`src/pkg/esfp_pkg.sv`:
```
// constants for the engine status frame packer: payload layout, register map, states
// assumes one 50 MHz clock and an apb master with 32-bit data
// Operation
// RQ1 - byte 1 carries eight lamp demand bits; the code sends seven (i_lamp_dem) and puts the charge lamp in bit 8
// RQ2 - lamp bytes follow internal demands, not pins
// RQ3 - charge lamp on while charge sense low
// RQ4 - byte 2 preheat code, bits 3-8 zero
// RQ5 - bytes 3-4 hold eight two-bit protection fields
// RQ6 - fields: 01 active, 00 passive, 11 unavailable
// RQ7 - byte 5 bits 1-5 override flags
// RQ8 - byte 6 carries protection phase code
// RQ9 - phase codes 0,1,3,14,15 and 4-13
// RQ10 - byte 7 low nibble is running state
// RQ11 - byte 7 bit 8 set while fault active
// RQ12 - byte 7 bits 5-7 always zero
// RQ13 - byte 8 bits 1-2 stop-bus intent code
// RQ14 - on switch-off send once, bit 1 cleared
// RQ15 - byte 8 bit 8 selects data set
// RQ16 - byte 8 bits 3-7 sent as ones
// RQ17 - bit 1 is lsb, byte 1 first
package esfp_pkg;
  // payload field positions (bit 0 of the 64-bit word is byte 1 bit 1)
  localparam int LAMP_LSB = 0;
  localparam int CHG_BIT = 7;
  localparam int PRE_LSB = 8;
  localparam int PRE_PAD_LSB = 10;
  localparam int PROT_LSB = 16;
  localparam int OVR_LSB = 32;
  localparam int OVR_PAD_LSB = 37;
  localparam int PHASE_LSB = 40;
  localparam int RUN_LSB = 48;
  localparam int RUN_PAD_LSB = 52;
  localparam int FAULT_BIT = 55;
  localparam int STOP_LSB = 56;
  localparam int NA_LSB = 58;
  localparam int DSET_BIT = 63;
  // fixed fill values
  localparam logic [5:0] PRE_PAD = 6'h00;
  localparam logic [2:0] OVR_PAD = 3'h0;
  localparam logic [2:0] RUN_PAD = 3'h0;
  localparam logic [4:0] NA_FILL = 5'h1f;
  // stop-bus intent codes
  localparam logic [1:0] STOP_NONE = 2'h0;
  localparam logic [1:0] STOP_INTENT = 2'h1;
  localparam logic [1:0] STOP_DISABLED = 2'h3;
  // protection phase codes
  localparam logic [7:0] PH_NONE = 8'h00;
  localparam logic [7:0] PH_START_PROT = 8'h01;
  localparam logic [7:0] PH_WARN = 8'h03;
  localparam logic [7:0] PH_RUN_FIRST = 8'h04;
  localparam logic [7:0] PH_RUN_LAST = 8'h0d;
  localparam logic [7:0] PH_SHUTDOWN = 8'h0e;
  localparam logic [7:0] PH_DRV_STOP = 8'h0f;
  // register byte addresses
  localparam logic [7:0] A_CTRL = 8'h00;
  localparam logic [7:0] A_PERIOD = 8'h04;
  localparam logic [7:0] A_ISTAT = 8'h08;
  localparam logic [7:0] A_IMASK = 8'h0c;
  localparam logic [7:0] A_PAY_LO = 8'h10;
  localparam logic [7:0] A_PAY_HI = 8'h14;
  localparam logic [7:0] A_STATE = 8'h18;
  // reset values
  localparam logic [1:0] CTRL_RST = 2'h0;
  localparam logic [2:0] IRQ_RST = 3'h0;
  localparam int IRQ_W = 3;
  // interrupt bit positions
  localparam int IRQ_SENT = 0;
  localparam int IRQ_HALT = 1;
  localparam int IRQ_FAULT = 2;
  // transmit states, one-hot
  typedef enum logic [2:0] {
    ST_IDLE = 3'b001,
    ST_SEND = 3'b010,
    ST_HALT = 3'b100
  } esfp_state_type;
endpackage : esfp_pkg

```
`src/rtl/esfp_top.sv`:
```
// engine status frame packer: builds the periodic 8-byte status payload
// assumes status inputs come from logic on i_clk_sys, except i_charge_sense (a pin);
// the can transmit path takes o_tx_data when o_tx_valid and i_tx_ready are both high
//
// The address map and the APB interface to the registers were chosen for this implementation.
module esfp_top #(
  parameter int PERIOD_DEF = 5000  // default frame period in clock cycles, less one
) (
  input wire logic i_clk_sys,
  input wire logic i_rst_b,
  // apb slave
  input wire logic i_psel,
  input wire logic i_penable,
  input wire logic i_pwrite,
  input wire logic [7:0] i_paddr,
  input wire logic [31:0] i_pwdata,
  output logic [31:0] o_prdata,
  output logic o_pready,
  output logic o_pslverr,
  // engine controller status
  input wire logic [6:0] i_lamp_dem,
  input wire logic i_charge_sense,
  input wire logic [1:0] i_preheat,
  input wire logic [15:0] i_prot_fields,
  input wire logic [4:0] i_overrides,
  input wire logic [7:0] i_phase,
  input wire logic [3:0] i_run_state,
  input wire logic i_fault,
  input wire logic i_stop_intent,
  input wire logic i_switch_off,
  input wire logic i_test_dset,
  // can transmit path
  output logic [63:0] o_tx_data,
  output logic o_tx_valid,
  input wire logic i_tx_ready,
  output logic o_irq
);
  // charge sense synchroniser and filtered level
  logic chg_s1_q, chg_s2_q, chg_s3_q, chg_low_q;
  // registers
  logic [1:0] ctrl_q;  // bit0 enable, bit1 stop function disabled
  logic [31:0] period_q;  // one less than the cycles from one launch to the next
  logic [31:0] tmr_q;  // cycles since the last launch, less one
  logic [2:0] istat_q;  // sticky event flags, write one to clear
  logic [2:0] imask_q;  // which sticky flags reach the interrupt
  logic [2:0] ev_set;  // events of this cycle
  logic rdy_q;  // apb access already answered
  logic fault_q;  // fault level one cycle back, for the rising edge
  logic off_q;  // switch-off level one cycle back
  logic off_pend_q;  // switch-off frame still to be sent
  logic last_q;  // the frame on offer is the switch-off frame
  esfp_pkg::esfp_state_type st_q;  // frame state, one-hot

  // bus decode
  wire acc = i_psel & i_penable;
  wire wr_en = acc & rdy_q & i_pwrite;
  wire a_ctrl = (i_paddr == esfp_pkg::A_CTRL);
  wire a_per = (i_paddr == esfp_pkg::A_PERIOD);
  wire a_ist = (i_paddr == esfp_pkg::A_ISTAT);
  wire a_imk = (i_paddr == esfp_pkg::A_IMASK);
  wire a_plo = (i_paddr == esfp_pkg::A_PAY_LO);
  wire a_phi = (i_paddr == esfp_pkg::A_PAY_HI);
  wire a_st = (i_paddr == esfp_pkg::A_STATE);
  wire mapped = a_ctrl | a_per | a_ist | a_imk | a_plo | a_phi | a_st;

  // read mux
  wire [31:0] rd_mux =
    a_ctrl ? {30'h0, ctrl_q} :
    a_per ? period_q :
    a_ist ? {29'h0, istat_q} :
    a_imk ? {29'h0, imask_q} :
    a_plo ? o_tx_data[31:0] :
    a_phi ? o_tx_data[63:32] :
    a_st ? {28'h0, off_pend_q, st_q} : 32'h0;

  // stop-bus intent code
  wire [1:0] stop_code = ctrl_q[1] ? esfp_pkg::STOP_DISABLED :  // RQ13
    (i_stop_intent ? esfp_pkg::STOP_INTENT : esfp_pkg::STOP_NONE);
  // the switch-off frame clears bit 1 of the intent field
  wire [1:0] stop_tx = off_pend_q ? {stop_code[1], 1'b0} : stop_code;  // RQ14

  // live payload, byte 1 in the low bits (RQ17)
  wire [63:0] payload = {
    i_test_dset,  // RQ15
    esfp_pkg::NA_FILL,  // RQ16
    stop_tx,  // RQ13
    i_fault,  // RQ11
    esfp_pkg::RUN_PAD,  // RQ12
    i_run_state,  // RQ10
    i_phase,  // RQ8 RQ9
    esfp_pkg::OVR_PAD,
    i_overrides,  // RQ7
    i_prot_fields,  // RQ5 RQ6
    esfp_pkg::PRE_PAD,  // RQ4
    i_preheat,  // RQ4
    chg_low_q,  // RQ3
    i_lamp_dem  // RQ1 RQ2
  };

  // transmit control
  wire tmr_done = (tmr_q >= period_q);
  wire launch = (st_q == esfp_pkg::ST_IDLE) & ctrl_q[0] & (tmr_done | off_pend_q);
  wire accept = o_tx_valid & i_tx_ready;
  wire off_rise = i_switch_off & ~off_q;
  wire irq_d = |(istat_q & imask_q);

  // events that set sticky status bits
  assign ev_set[esfp_pkg::IRQ_SENT] = accept;
  assign ev_set[esfp_pkg::IRQ_HALT] = accept & last_q;
  assign ev_set[esfp_pkg::IRQ_FAULT] = i_fault & ~fault_q;

  // charge sense: three flops, change taken when second and third agree
  always_ff @(posedge i_clk_sys) begin
    if (!i_rst_b) begin
      chg_s1_q <= 1'b1;
      chg_s2_q <= 1'b1;
      chg_s3_q <= 1'b1;
      chg_low_q <= 1'b0;
    end else begin
      chg_s1_q <= i_charge_sense;
      chg_s2_q <= chg_s1_q;
      chg_s3_q <= chg_s2_q;
      if (chg_s2_q == chg_s3_q) begin
        chg_low_q <= ~chg_s3_q;  // RQ3
      end
    end
  end

  // apb answer: one wait cycle, then pready with registered data
  always_ff @(posedge i_clk_sys) begin
    if (!i_rst_b) begin
      rdy_q <= 1'b0;
      o_pready <= 1'b0;
      o_prdata <= 32'h0;
      o_pslverr <= 1'b0;
    end else begin
      rdy_q <= acc & ~rdy_q;
      o_pready <= acc & ~rdy_q;
      o_prdata <= (acc & ~rdy_q & ~i_pwrite) ? rd_mux : 32'h0;
      o_pslverr <= acc & ~rdy_q & ~mapped;
    end
  end

  // software registers
  always_ff @(posedge i_clk_sys) begin
    if (!i_rst_b) begin
      ctrl_q <= esfp_pkg::CTRL_RST;
      period_q <= PERIOD_DEF;
      imask_q <= esfp_pkg::IRQ_RST;
    end else if (wr_en) begin
      if (a_ctrl) begin
        ctrl_q <= i_pwdata[1:0];
      end
      if (a_per) begin
        period_q <= i_pwdata;
      end
      if (a_imk) begin
        imask_q <= i_pwdata[2:0];
      end
    end
  end

  // sticky status, write one to clear, set wins
  always_ff @(posedge i_clk_sys) begin
    if (!i_rst_b) begin
      istat_q <= esfp_pkg::IRQ_RST;
      o_irq <= 1'b0;
      fault_q <= 1'b0;
    end else begin
      istat_q <= (istat_q & ~((wr_en & a_ist) ? i_pwdata[2:0] : 3'h0)) | ev_set;
      o_irq <= irq_d;
      fault_q <= i_fault;
    end
  end

  // switch-off request: caught on its rising edge, held until its frame goes
  always_ff @(posedge i_clk_sys) begin
    if (!i_rst_b) begin
      off_q <= 1'b0;
      off_pend_q <= 1'b0;
    end else begin
      off_q <= i_switch_off;
      if (off_rise & (st_q != esfp_pkg::ST_HALT)) begin
        off_pend_q <= 1'b1;
      end else if (launch) begin
        off_pend_q <= 1'b0;
      end
    end
  end

  // frame state machine: idle, offer frame, halt after switch-off frame
  always_ff @(posedge i_clk_sys) begin
    if (!i_rst_b) begin
      st_q <= esfp_pkg::ST_IDLE;
      tmr_q <= 32'h0;
      o_tx_valid <= 1'b0;
      o_tx_data <= 64'h0;
      last_q <= 1'b0;
    end else begin
      case (st_q)
        esfp_pkg::ST_IDLE: begin
          tmr_q <= tmr_done ? 32'h0 : tmr_q + 32'h1;
          if (launch) begin
            // payload frozen while offered
            o_tx_data <= payload;  // RQ2
            o_tx_valid <= 1'b1;
            last_q <= off_pend_q;  // RQ14
            st_q <= esfp_pkg::ST_SEND;
          end
        end
        esfp_pkg::ST_SEND: begin
          tmr_q <= tmr_q + 32'h1;
          if (accept) begin
            o_tx_valid <= 1'b0;
            // the switch-off frame is the final one
            if (last_q) begin
              st_q <= esfp_pkg::ST_HALT;  // RQ14
            end else begin
              st_q <= esfp_pkg::ST_IDLE;
            end
          end
        end
        esfp_pkg::ST_HALT: begin
          o_tx_valid <= 1'b0;  // RQ14
        end
        default: begin
          st_q <= esfp_pkg::ST_IDLE;
          o_tx_valid <= 1'b0;
        end
      endcase
    end
  end
endmodule : esfp_top

```
`config.mk`:
```
export PLATFORM = sky130hd
export DESIGN_NAME = esfp_top
export DESIGN_NICKNAME = d
export VERILOG_FILES = /design/src/pkg/esfp_pkg.sv /design/src/rtl/esfp_top.sv
export SDC_FILE = /design/constraint.sdc
export NUM_CORES = 1
export LEC_CHECK = 0
export BUFFER_PORTS_ARGS = -buffer_cell sky130_fd_sc_hd__buf_2
export CAP_MARGIN = 20
export CORE_ASPECT_RATIO = 0.75
export CORE_UTILIZATION = 48
export CTS_CLUSTER_DIAMETER = 50
export CTS_CLUSTER_SIZE = 25
export DETAILED_ROUTE_END_ITERATION = 10
export PLACE_DENSITY_LB_ADDON = 0.05
export SLEW_MARGIN = 15
export SYNTH_ARGS = -nofsm -noshare
export SYNTH_HDL_FRONTEND = slang
export SYNTH_SLANG_ARGS = --single-unit
```
`constraint.sdc`:
```
create_clock -name i_clk_sys -period 2.5 [get_ports i_clk_sys]
set_clock_uncertainty 0.2 [all_clocks]
set_input_delay 0.375 -clock i_clk_sys [delete_from_list [all_inputs] [get_ports i_clk_sys]]
set_output_delay 0.375 -clock i_clk_sys [all_outputs]
set_load 0.01 [all_outputs]
```
# --- Yosys cells after proc, flatten, opt, wreduce, memory -nomap -nowiden ---
# Index checks and enable logic that the tools add are counted.
# W data, S select, Z words.
op_classes:
  order_cmp: 1
  eq_ne: 13
  muxes: 22
  n_bitwise: 34
  add_sub_neg: 1
  reduce_logical: 12
op_table:
  columns: ["cell", "n"]
  rows:
  - ["$mux W32", 6]
  - ["$pmux W32 S2", 1]
  - ["$add A32 B1 Y32 const B", 1]
  - ["$ge A32 B32 Y1", 1]
  - ["$eq A8 B5 Y1 const B", 3]
  - ["$eq A8 B4 Y1 const B", 2]
  - ["$and A1 B1 Y1", 14]
  - ["$mux W3", 4]
  - ["$reduce_and A2 Y1", 6]
  - ["$not A1 Y1", 9]
  - ["$pmux W3 S3", 1]
  - ["$eq A8 B3 Y1 const B", 1]
  - ["$logic_not A8 Y1", 1]
  - ["$or A1 B1 Y1", 7]
  - ["$and A3 B3 Y3", 2]
  - ["$mux W1", 6]
  - ["$reduce_or A3 Y1", 2]
  - ["$mux W2", 2]
  - ["$mux W4", 1]
  - ["$ne A2 B2 Y1 const B", 2]
  - ["$reduce_bool A2 Y1", 2]
  - ["$eq A3 B1 Y1 const B", 1]
  - ["$eq A3 B2 Y1 const B", 1]
  - ["$eq A3 B3 Y1 const B", 1]
  - ["6 further kinds", 6]
totals:
  reg_bits: 171
  out_inout_bits: 100
  wordCells: 104

# --- Depth between registers and ports, before layout ---
# Gate-level depths: netlist of the first run.
logic_depth:
  depth_word: 9
  ltp_mapped: 10
  ltp_nobuf: 8

# --- Least setup slack after synthesis of the first run ---
# Ideal clock, no wire load.
synth_path:
  path_kind: "flip-flop to flip-flop"
  from: "register tmr_q[0]"
  to: "register o_tx_data[16]"
  stages_incl_launch_ff: 11
  n_path_buf: 2
  synth_period_minus_slack_ns: 2.662
  setup_ns: 0.072
  arrival_ns: 2.391
  path_slack_ns: -0.162
  path_cell_list: "dfxtp_1 > inv_1 > ha_1 > nand2b_1 > a2111oi_2 > a2111oi_2 > o31a_1 > o31ai_4 > buf_6 > buf_6 > mux2i_1"
synth_between:
  elab_chain_len: 4
synth_lines:
  columns: ["element", "line", "rtl"]
  rows:
  - ["start, declared", "esfp_top.sv:43", "logic [31:0] tmr_q;"]
  - ["start signal, assigned", "esfp_top.sv:202", "tmr_q <= tmr_done ? 32'h0 : tmr_q + 32'h1;"]
  - ["start signal, assigned", "esfp_top.sv:212", "tmr_q <= tmr_q + 32'h1;"]
  - ["$ge A32 B32 Y1", "esfp_top.sv:101", "wire tmr_done = (tmr_q >= period_q);"]
  - ["$or A1 B1 Y1", "esfp_top.sv:102", "wire launch = (st_q == esfp_pkg::ST_IDLE) & ctrl_q[0] & (tmr_done | off_pend_q);"]
  - ["$and A1 B1 Y1", "esfp_top.sv:102", null]
  - ["$reduce_and A2 Y1 (no line)", null, null]
  - ["end signal, assigned", "esfp_top.sv:205", "o_tx_data <= payload;"]
  - ["end, declared", "esfp_top.sv:33", "output logic [63:0] o_tx_data,"]
# Every way passes these cells.
# A chain may end at the register's enable or synchronous reset.

# --- Worst setup path in the final report of the first run ---
layout_path:
  from: "register period_q[15]"
  to: "register o_tx_data[17]"
layout_between:
  elab_chain_len: 4
layout_lines:
  columns: ["element", "line", "rtl"]
  rows:
  - ["start, declared", "esfp_top.sv:42", "logic [31:0] period_q;"]
  - ["start signal, assigned", "esfp_top.sv:155", "period_q <= i_pwdata;"]
  - ["$ge A32 B32 Y1", "esfp_top.sv:101", null]
  - ["$or A1 B1 Y1", "esfp_top.sv:102", null]
  - ["$and A1 B1 Y1", "esfp_top.sv:102", null]
  - ["$reduce_and A2 Y1 (no line)", null, null]
# Every way passes these cells.

==> impl_metrics.py, run 1 <==
metrics = {
    "synthesis": {
        "synthArstFlopShare": 0,
        "syn_area_per_cell_um2": 8.46,
        "ys_top_cells_by_area": "dfxtp_1 44%, nand2_1 9.8%, mux2i_1 6.8%",
        "ys.flop_type": "dfxtp_1",
        "synthCells": 904,
        "yosysTopAreaCellShare": 0.437,
        "syn_area_um2": 7640,
        "synth_top_cell_by_area": "dfxtp_1",
        "yosysMostFrequentCell": "nand2_1",
        "synth_cell_types": 53,
        "synth_edf_count": 0,
        "ys_seq_area_frac": 0.437,
        "synth_warnings": 0,
        "yosys-top-cells-count": "199 x nand2_1, 167 x dfxtp_1, 61 x a21oi_1, 58 x nor2_1, 52 x mux2i_1",
        "synth-seq-cells": 167,
    },
    "clocking": {
        "cts_tree": "built",
        "htreeDepth": 4,
        "clockBufferDepth": 2,
        "clk_latency_ns": 0.43,
        "cts.sink_count": 167,
        "cts_made_buffers": 17,
        "clock_tree.root_cell": "clkbuf_16",
        "clk_pin_slew_worst_paths_ns": 0.06,
    },
    "worst_setup_path": {
        "cp.arrival_ns": 2.71,
        "r2r-end": "o_tx_data[17]",
        "r2r_slack_ns": -0.1,
        "startpoint_type": "flop",
        "cp.required_ns": 2.61,
        "timing.rr.start": "period_q[15]",
        "path_max_fanout": 5,
        "worstRegToRegCells": 10,
        "cp-end-kind": "flop",
        "critPathKind": "reg -> reg",
    },
    "drt": {
        "avgRoutedWirePerCell_um": 16.3,
        "postRouteAntennaNets": 0,
        "firstDrtPassIters": 5,
        "drc": 0,
        "wl_um": 23500,
        "via_per_inst": 5.21,
        "drtIter0Drc": 457,
        "vias": 7513,
    },
    "run_status": {
        "violations": "negative setup slack",
        "status": "complete, but fails checks",
    },
    "floorplanning": {
        "core_um2": 15400,
        "rows": 39,
        "initial_core_util": 0.497,
        "ios": 193,
        "die-area_um2": 16400,
        "die_w_um": 148,
        "die_h_um": 111,
    },
    "worst_hold_path": {
        "min-delay-start": "i_run_state[1]",
        "hold_path_end": "o_tx_data[49]",
        "hold_depth": 3,
        "hp-class": "in -> reg",
    },
    "placed_design": {
        "dpl_cell_area_um2": 9340,
        "dp_hpwl_um": 15400,
        "portBuffers": 180,
        "globalplace.congestion": 0.852,
        "place_inst": 1332,
        "dp_worst_setup_slack_ns": -0.221,
    },
    "cells_and_area": {
        "area_growth_syn_to_layout_pct": 45.0,
        "final_area_um2": 11100,
        "utilization": 0.721,
        "n_antenna_cell": 0,
        "finalNonFillerCells": 1442,
        "drive_gt1_frac": 0.315,
        "nNetsFinal": 1350,
        "multi_input_area_um2": 4180,
        "nFillCells": 1193,
        "register_area_um2": 3360,
    },
    "global_routing": {
        "globalRoute.totalOverflow": 0,
        "grt_antenna_before_repair": 0,
        "grt_util_all_layers": 0.278,
        "grt_pass1_wl_um": 35800,
        "grt_pass1_vias": 6947,
        "grt_max_degree": 82,
    },
    "timing": {
        "rsz0062_at_grt": "yes",
        "max_freq_mhz": 385,
        "finalWorstPathRequiredPeriod_ns": 2.60,
        "slew_viol_final": 0,
        "setup_ws_ns": -0.0954,
        "finalSetupViolCount": 48,
        "tightest_slew_ns": 0.519,
        "tns_ns": -3.36,
        "hold_violations": 0,
        "slew_headroom": 0.651,
        "period_share": 1.04,
        "timing.hold.ws_ns": 0.0101,
    },
    "pwr": {
        "leakage_nw": 5.04,
        "p_total_mw": 5.62,
        "peakVddDrop_mv": 0.448,
        "p_per_area_nw_per_um2": 507,
    },
    "run": {
        "max_cap_violations": 0,
    },
}
worst max-delay path by stage:
stage                     cells after the start       endpoint  slack, ns    startpoint
after floorplan                              10  o_tx_data[16]     -0.003      tmr_q[0]
after global placement                        9  o_tx_data[17]      -0.13  period_q[26]
after detailed placement                      9  o_tx_data[20]      -0.22  period_q[19]
after CTS                                    10  o_tx_data[17]      -0.12      tmr_q[0]
after global routing                         10  o_tx_data[16]      -0.21  period_q[19]
final                                        10  o_tx_data[17]       -0.1  period_q[15]
power by group:
part           total (mW)  internal, mW  switching, mW
registers            2.68          2.67         0.0105
logic               0.329         0.171          0.158
clock network        2.61          1.53           1.08
total                5.62          4.37           1.25
cell type report:
class                   count  area share
clock buffers              21      0.0415
clock inverters            11      0.0110
inverters                  43      0.0146
multi-input cells         642       0.377
flip-flops and latches    167       0.303
well taps                 205      0.0231
repair buffers            353       0.230
kinds of logic (layout without fill, tap and decap cells):
family                     after synthesis  after routing  synth area share
other                                    1             12          0.000491
xor gates and xnor gates                31             31            0.0355
DFF                                    167            167             0.437
AOI/OAI and AO/OA                      141            141             0.119
and+or+nand+nor                        364            364             0.208
adders and majority gates               33             33            0.0540
buffers and inverters                  106            428            0.0637
muxes                                   61             61            0.0814
metal layers:
metal  part of all wire  global-route usage  up-vias
li1                   -                   -     3709
met1               0.46               0.374     3476
met2               0.45               0.444      301
met3              0.075              0.0708       27
met4              0.015              0.0632        0
met5                  0                   0        -
sequential cells by signal, indices dropped and copies added (netlist names):
name / cells
last_q: 1
off_pend_q: 1
o_prdata: 32
rdy_q: 1
o_tx_data: 48
off_q: 1
ctrl_q: 2
o_irq: 1
st_q: 3
o_tx_valid: 1
period_q: 32
istat_q: 3
imask_q: 3
o_pslverr: 1
chg_s1_q: 1
chg_s3_q: 1
chg_s2_q: 1
fault_q: 1
tmr_q: 32
chg_low_q: 1
worst max-delay path, stage by stage (launching register included):
cell and delay, ns:
dfxtp_2 0.34, inv_2 0.05, ha_4 0.25, nand4_1 0.13, or3_4 0.39, a2111oi_4 0.32, o31a_1 0.26, o31ai_4 0.09
buf_6 0.17, buf_12 0.15, mux2i_1 0.12
cells in the final DEF, fill, tap and decap left out, drive strengths merged, types with 4 or more instances in the layout:
master / count
o21a: 5
a21oi: 61
o21ai: 19
ha: 33
mux2: 9
a222oi: 5
nand2b: 8
nor3: 38
and3: 7
nand3: 14
buf: 289
clkbuf: 24
a221oi: 5
nand4: 18
conb: 12
nor2: 58
a22oi: 22
o211ai: 6
xnor2: 11
dfxtp: 167
nand2: 199
clkinv: 4
and2: 4
dlygate4sd3: 61
nor2b: 5
xor2: 20
inv: 46
mux2i: 52
timing repair:
item	4_1_cts	5_1_grt
hold endpoints to repair	58	3
hold buffers	58	3
cloned	3	4
pin swaps	5	23
resized for setup	13	53
buffers inserted	4	7
setup endpoints to repair	81	83
Power figures use the tool's default switching activity.
==> inputs of run 2 (changes only) <==
--- a/config.mk
+++ b/config.mk
@@ -8,12 +8,14 @@
 export BUFFER_PORTS_ARGS = -buffer_cell sky130_fd_sc_hd__buf_2
 export CAP_MARGIN = 20
 export CORE_ASPECT_RATIO = 0.75
+export CORE_MARGIN = 5
 export CORE_UTILIZATION = 48
 export CTS_CLUSTER_DIAMETER = 50
 export CTS_CLUSTER_SIZE = 25
 export DETAILED_ROUTE_END_ITERATION = 10
 export PLACE_DENSITY_LB_ADDON = 0.05
-export SLEW_MARGIN = 15
+export SKIP_LAST_GASP = 1
+export SLEW_MARGIN = 20
 export SYNTH_ARGS = -nofsm -noshare
 export SYNTH_HDL_FRONTEND = slang
 export SYNTH_SLANG_ARGS = --single-unit
==> run 2 against run 1 <==
Compared with the run above: the run still ends with negative setup slack left; hold slack barely moved; design area fell by 2.1%; count of clock-buffer cells in the layout fell by 1; setup slack got worse by 0.047 ns.
==> impl_metrics.py, run 2 (synthesis gave the netlist of run 1 again) <==
metrics = {
    "worst_setup_path": {
        "path_max_fanout": 10,
        "cp.arrival_ns": 2.79,
        "cp-end-kind": "flop",
        "cp.required_ns": 2.65,
        "worstRegToRegCells": 11,
        "critPathKind": "reg -> reg",
        "r2r-end": "o_tx_data[23]",
        "startpoint_type": "flop",
        "r2r_slack_ns": -0.14,
        "timing.rr.start": "tmr_q[0]",
    },
    "drt": {
        "vias": 7341,
        "postRouteAntennaNets": 0,
        "avgRoutedWirePerCell_um": 16.5,
        "drc": 0,
        "via_per_inst": 5.13,
        "wl_um": 23600,
        "drtIter0Drc": 425,
        "firstDrtPassIters": 5,
    },
    "cells_and_area": {
        "utilization": 0.686,
        "nNetsFinal": 1336,
        "area_growth_syn_to_layout_pct": 42.0,
        "layout_commonest_cell": "nand2_1",
        "register_area_um2": 3350,
        "n_antenna_cell": 0,
        "layout_common_cells": "198 x nand2_1, 179 x buf_2, 161 x dfxtp_1",
        "top_register": "o_tx_data",
        "multi_input_area_um2": 4030,
        "nFillCells": 1289,
        "drive_gt1_frac": 0.283,
        "final_area_um2": 10900,
        "largest_reg_flops": 48,
    },
    "global_routing": {
        "grt_pass1_vias": 7177,
        "globalRoute.totalOverflow": 0,
        "grt_max_degree": 101,
        "grt_pass1_wl_um": 37300,
        "grt_util_all_layers": 0.254,
        "grt_antenna_before_repair": 0,
    },
    "clocking": {
        "clockBufferDepth": 2,
        "cts.sink_count": 167,
        "cts_tree": "built",
        "htreeDepth": 4,
        "cts_made_buffers": 17,
        "clk_pin_slew_worst_paths_ns": 0.06,
        "clk_latency_ns": 0.43,
        "clock_tree.root_cell": "clkbuf_16",
    },
    "timing": {
        "setup_ws_ns": -0.142,
        "max_freq_mhz": 379,
        "finalWorstPathRequiredPeriod_ns": 2.64,
        "slew_headroom": 0.623,
        "finalSetupViolCount": 51,
        "rsz0062_at_grt": "yes",
        "tightest_slew_ns": 0.560,
        "hold_violations": 0,
        "timing.hold.ws_ns": 0.0106,
        "slew_viol_final": 0,
        "period_share": 1.06,
    },
    "worst_hold_path": {
        "hold_depth": 3,
        "min-delay-start": "i_pwdata[3]",
        "hold_path_end": "period_q[3]",
        "hp-class": "in -> reg",
    },
    "placed_design": {
        "dp_hpwl_um": 16200,
        "dpl_cell_area_um2": 9310,
        "dp_worst_setup_slack_ns": -0.216,
        "globalplace.congestion": 0.841,
        "portBuffers": 180,
    },
    "floorplanning": {
        "die_h_um": 119,
        "core_um2": 15800,
        "rows": 40,
        "die-area_um2": 18600,
        "die_w_um": 156,
        "ios": 193,
        "initial_core_util": 0.483,
    },
    "run_status": {
        "violations": "negative setup slack",
        "status": "complete, but fails checks",
    },
    "pwr": {
        "leakage_nw": 4.97,
        "p_per_area_nw_per_um2": 523,
        "peakVddDrop_mv": 0.443,
        "p_total_mw": 5.68,
    },
    "run": {
        "max_cap_violations": 0,
    },
}
-- run 2: cell types whose count changed in the layout (fill, tap and decap cells not counted), sizes merged --
cell and delta:
buf -11, clkinvlp -1, inv -2, clkbuf -4
bufinv +1
-- run 2: final cells by class --
cell class,instances,share of cell area
multi-input cells,642,0.372
inverters,43,0.0149
clock buffers,20,0.0421
repair buffers,339,0.227
flip-flops and latches,167,0.309
well taps,210,0.0242
clock inverters,9,0.0116
-- run 2: critical path, cell delays in order, from the launching register on --
cell and delay, ns:
dfxtp_2 0.34, inv_2 0.05, ha_4 0.23, nand2b_4 0.14, a2111oi_4 0.33, a2111oi_4 0.09, o31a_1 0.30, o31ai_4 0.23
buf_6 0.16, buf_12 0.13, buf_16 0.15, mux2i_1 0.22
-- run 2: stage by stage --
stage | instances | setup TNS (ns)
after floorplan | 915 | -0.0330
after global placement | 1330 | -7.56
after detailed placement | 1330 | -9.14
after CTS | 1430 | -8.00
after global routing | 1430 | -14.89
final | 1430 | -3.98
-- run 2: how the worst max path moves through the flow --
stage,slack (ns),start,endpoint
floorplan,-0.003,tmr_q[0],o_tx_data[16]
global placement,-0.14,period_q[19],o_tx_data[42]
detailed placement,-0.22,period_q[19],o_tx_data[34]
CTS,-0.18,tmr_q[0],o_tx_data[34]
global route,-0.27,period_q[13],o_tx_data[23]
finish,-0.14,tmr_q[0],o_tx_data[23]
-- run 2: power by group --
| part | internal [mW] | total (mW) | switching (mW) |
|---|---|---|---|
| Combinational | 0.173 | 0.332 | 0.159 |
| Sequential | 2.67 | 2.68 | 0.00979 |
| Clock | 1.60 | 2.66 | 1.06 |
| Total | 4.45 | 5.68 | 1.23 |
-- run 2: repair_timing --
item	CTS	global route
gates resized for setup	23	10
hold buffers	61	0
endpoints found under the setup margin	82	84
hold endpoints to repair	61	0
buffers inserted	7	0
pin swaps	9	3
gates cloned	5	0
-- run 2: per-layer routing --
metal | part of all wire | track usage
met5 | 0 | 0
met4 | 0.019 | 0.0864
met3 | 0.072 | 0.0541
met2 | 0.45 | 0.395
met1 | 0.46 | 0.349
==> inputs of run 3 (changes only) <==
--- a/config.mk
+++ b/config.mk
@@ -9,7 +9,7 @@
 export CAP_MARGIN = 20
 export CORE_ASPECT_RATIO = 0.75
 export CORE_MARGIN = 5
-export CORE_UTILIZATION = 48
+export CORE_UTILIZATION = 30
 export CTS_CLUSTER_DIAMETER = 50
 export CTS_CLUSTER_SIZE = 25
 export DETAILED_ROUTE_END_ITERATION = 10
==> run 3 against run 2 <==
Compared with the run above: the flow still finishes with violations (negative setup slack); clock power increased by 3%; via count decreased by 0.26%; utilization decreased by 22 points; cell count is 11% higher; sequential power hardly changed; register-to-register slack better by 0.05 ns.
==> impl_metrics.py, run 3 (synthesis gave the netlist of run 1 again) <==
metrics = {
    "pwr": {
        "leakage_nw": 5.13,
        "peakVddDrop_mv": 0.484,
        "p_per_area_nw_per_um2": 495,
    },
    "timing": {
        "tns_ns": -1.90,
        "max_freq_mhz": 385,
        "period_share": 1.04,
        "rsz0062_at_grt": "yes",
        "slew_headroom": 0.579,
        "slew_viol_final": 0,
        "hold_violations": 0,
        "tightest_slew_ns": 0.630,
        "finalWorstPathRequiredPeriod_ns": 2.59,
        "setup_ws_ns": -0.0941,
        "finalSetupViolCount": 31,
    },
    "worst_setup_path": {
        "critical-path-max-stage-delay_ns": 0.33,
        "cp_top_family": "compound AO/OA/AOI/OAI gates",
        "cp-end-kind": "flop",
        "critPathKind": "reg -> reg",
        "startpoint_type": "flop",
        "slowest_stage": "dfxtp_2",
        "path_cells": "inv_1 > ha_1 > a21oi_1 > o21ai_2 > a221oi_2 > o21ai_2 > o31ai_4 > buf_6 > clkbuf_16 > mux2i_1",
        "timing.critical_path.buf_inv": 3,
        "crit_top_cell": "o21ai_2",
        "r2r_slack_ns": -0.09,
        "path_max_fanout": 7,
        "cp.arrival_ns": 2.75,
        "cp.required_ns": 2.65,
    },
    "floorplanning": {
        "die-area_um2": 28800,
        "core_um2": 25000,
        "die_h_um": 148,
        "die_w_um": 194,
        "rows": 50,
        "initial_core_util": 0.305,
        "ios": 193,
    },
    "placed_design": {
        "place_inst": 1472,
        "dp_worst_setup_slack_ns": -0.354,
        "portBuffers": 180,
        "dpl_cell_area_um2": 9590,
        "dp_hpwl_um": 19300,
        "globalplace.congestion": 0.774,
    },
    "run": {
        "max_cap_violations": 0,
    },
    "drt": {
        "avgRoutedWirePerCell_um": 17.1,
        "drc": 0,
        "via_per_inst": 4.61,
        "firstDrtPassIters": 4,
        "vias": 7322,
        "wl_um": 27100,
        "postRouteAntennaNets": 0,
        "drtIter0Drc": 313,
    },
    "cells_and_area": {
        "nFillCells": 2503,
        "drive_gt1_frac": 0.352,
        "layout_common_cells": "199 x nand2_1, 179 x buf_2, 149 x dfxtp_1",
        "n_antenna_cell": 0,
        "largest_reg_flops": 48,
        "top_register": "o_tx_data",
        "area_growth_syn_to_layout_pct": 53.0,
        "layout_commonest_cell": "nand2_1",
        "finalNonFillerCells": 1589,
        "utilization": 0.467,
        "nNetsFinal": 1364,
        "final_area_um2": 11700,
    },
    "clocking": {
        "clock_tree.root_cell": "clkbuf_16",
        "clockBufferDepth": 2,
        "htreeDepth": 4,
        "cts.sink_count": 167,
        "clk_latency_ns": 0.43,
        "cts_tree": "built",
        "clk_pin_slew_worst_paths_ns": 0.07,
        "cts_made_buffers": 17,
    },
    "global_routing": {
        "grt_util_all_layers": 0.183,
        "grt_pass1_vias": 7387,
        "grt_pass1_wl_um": 42200,
        "grt_max_degree": 87,
        "globalRoute.totalOverflow": 0,
        "grt_antenna_before_repair": 0,
    },
    "run_status": {
        "status": "complete, but fails checks",
        "violations": "negative setup slack",
    },
    "worst_hold_path": {
        "hp-class": "in -> reg",
    },
}
[run 3: routing by layer]
| layer | routed length [um] | global-route usage | up-vias |
|---|---|---|---|
| li1 | - | - | 3738 |
| met1 | 13900 | 0.264 | 3398 |
| met2 | 11900 | 0.285 | 174 |
| met3 | 1200 | 0.0365 | 12 |
| met4 | 191 | 0.0372 | 0 |
| met5 | 0 | 0 | - |
[run 3: worst register-to-register path: cells and delay by family, from the launching register on]
kind / cells / cell delay [ns]
DFF: 1 / 0.33
AOI/OAI and AO/OA: 5 / 1.05
buffers and inverters: 3 / 0.43
muxes: 1 / 0.19
adders and majority gates: 1 / 0.32
[run 3: cell type report]
cell class,instances,area (um^2),share of cell area
Multi-Input combinational cell,642,4460,0.382
Sequential cell,167,3370,0.288
Timing Repair Buffer,367,2670,0.228
Clock buffer,17,425,0.0364
Tap cell,338,423,0.0362
Clock inverter,15,186,0.0159
Inverter,43,161,0.0138
[run 3: path summary, 6_finish.rpt]
kind | startpoint | end | cells after the start
max reg2reg | period_q[19] | o_tx_data[48] | 10
max | period_q[19] | o_tx_data[48] | 10
min | i_phase[6] | o_tx_data[46] | 3
min reg2reg | chg_s1_q | chg_s2_q | 1
[run 3: power breakdown]
part           leakage, nW  internal, mW  switching, mW
registers             1.35          2.67         0.0102
clock network        0.297          1.45           1.30
logic                 3.49         0.185          0.177
[run 3: per-stage QoR]
step | power, mW | hold slack (ns)
after detailed placement | 3.00 | 0.206
after global placement | 3.00 | 0.212
after CTS | 5.84 | 0.00101
final | 5.79 | 0.0222
after floorplan | 2.88 | 0.186
after global routing | 6.01 | 0.0322
[run 3: what timing repair did]
item / CTS / global route
hold endpoints to repair: 65 / 0
endpoints found under the setup margin: 83 / 82
hold buffers: 65 / 0
pin swaps: 6 / 38
cloned: 1 / 6
resized for setup: 42 / 81
setup buffers: 7 / 8
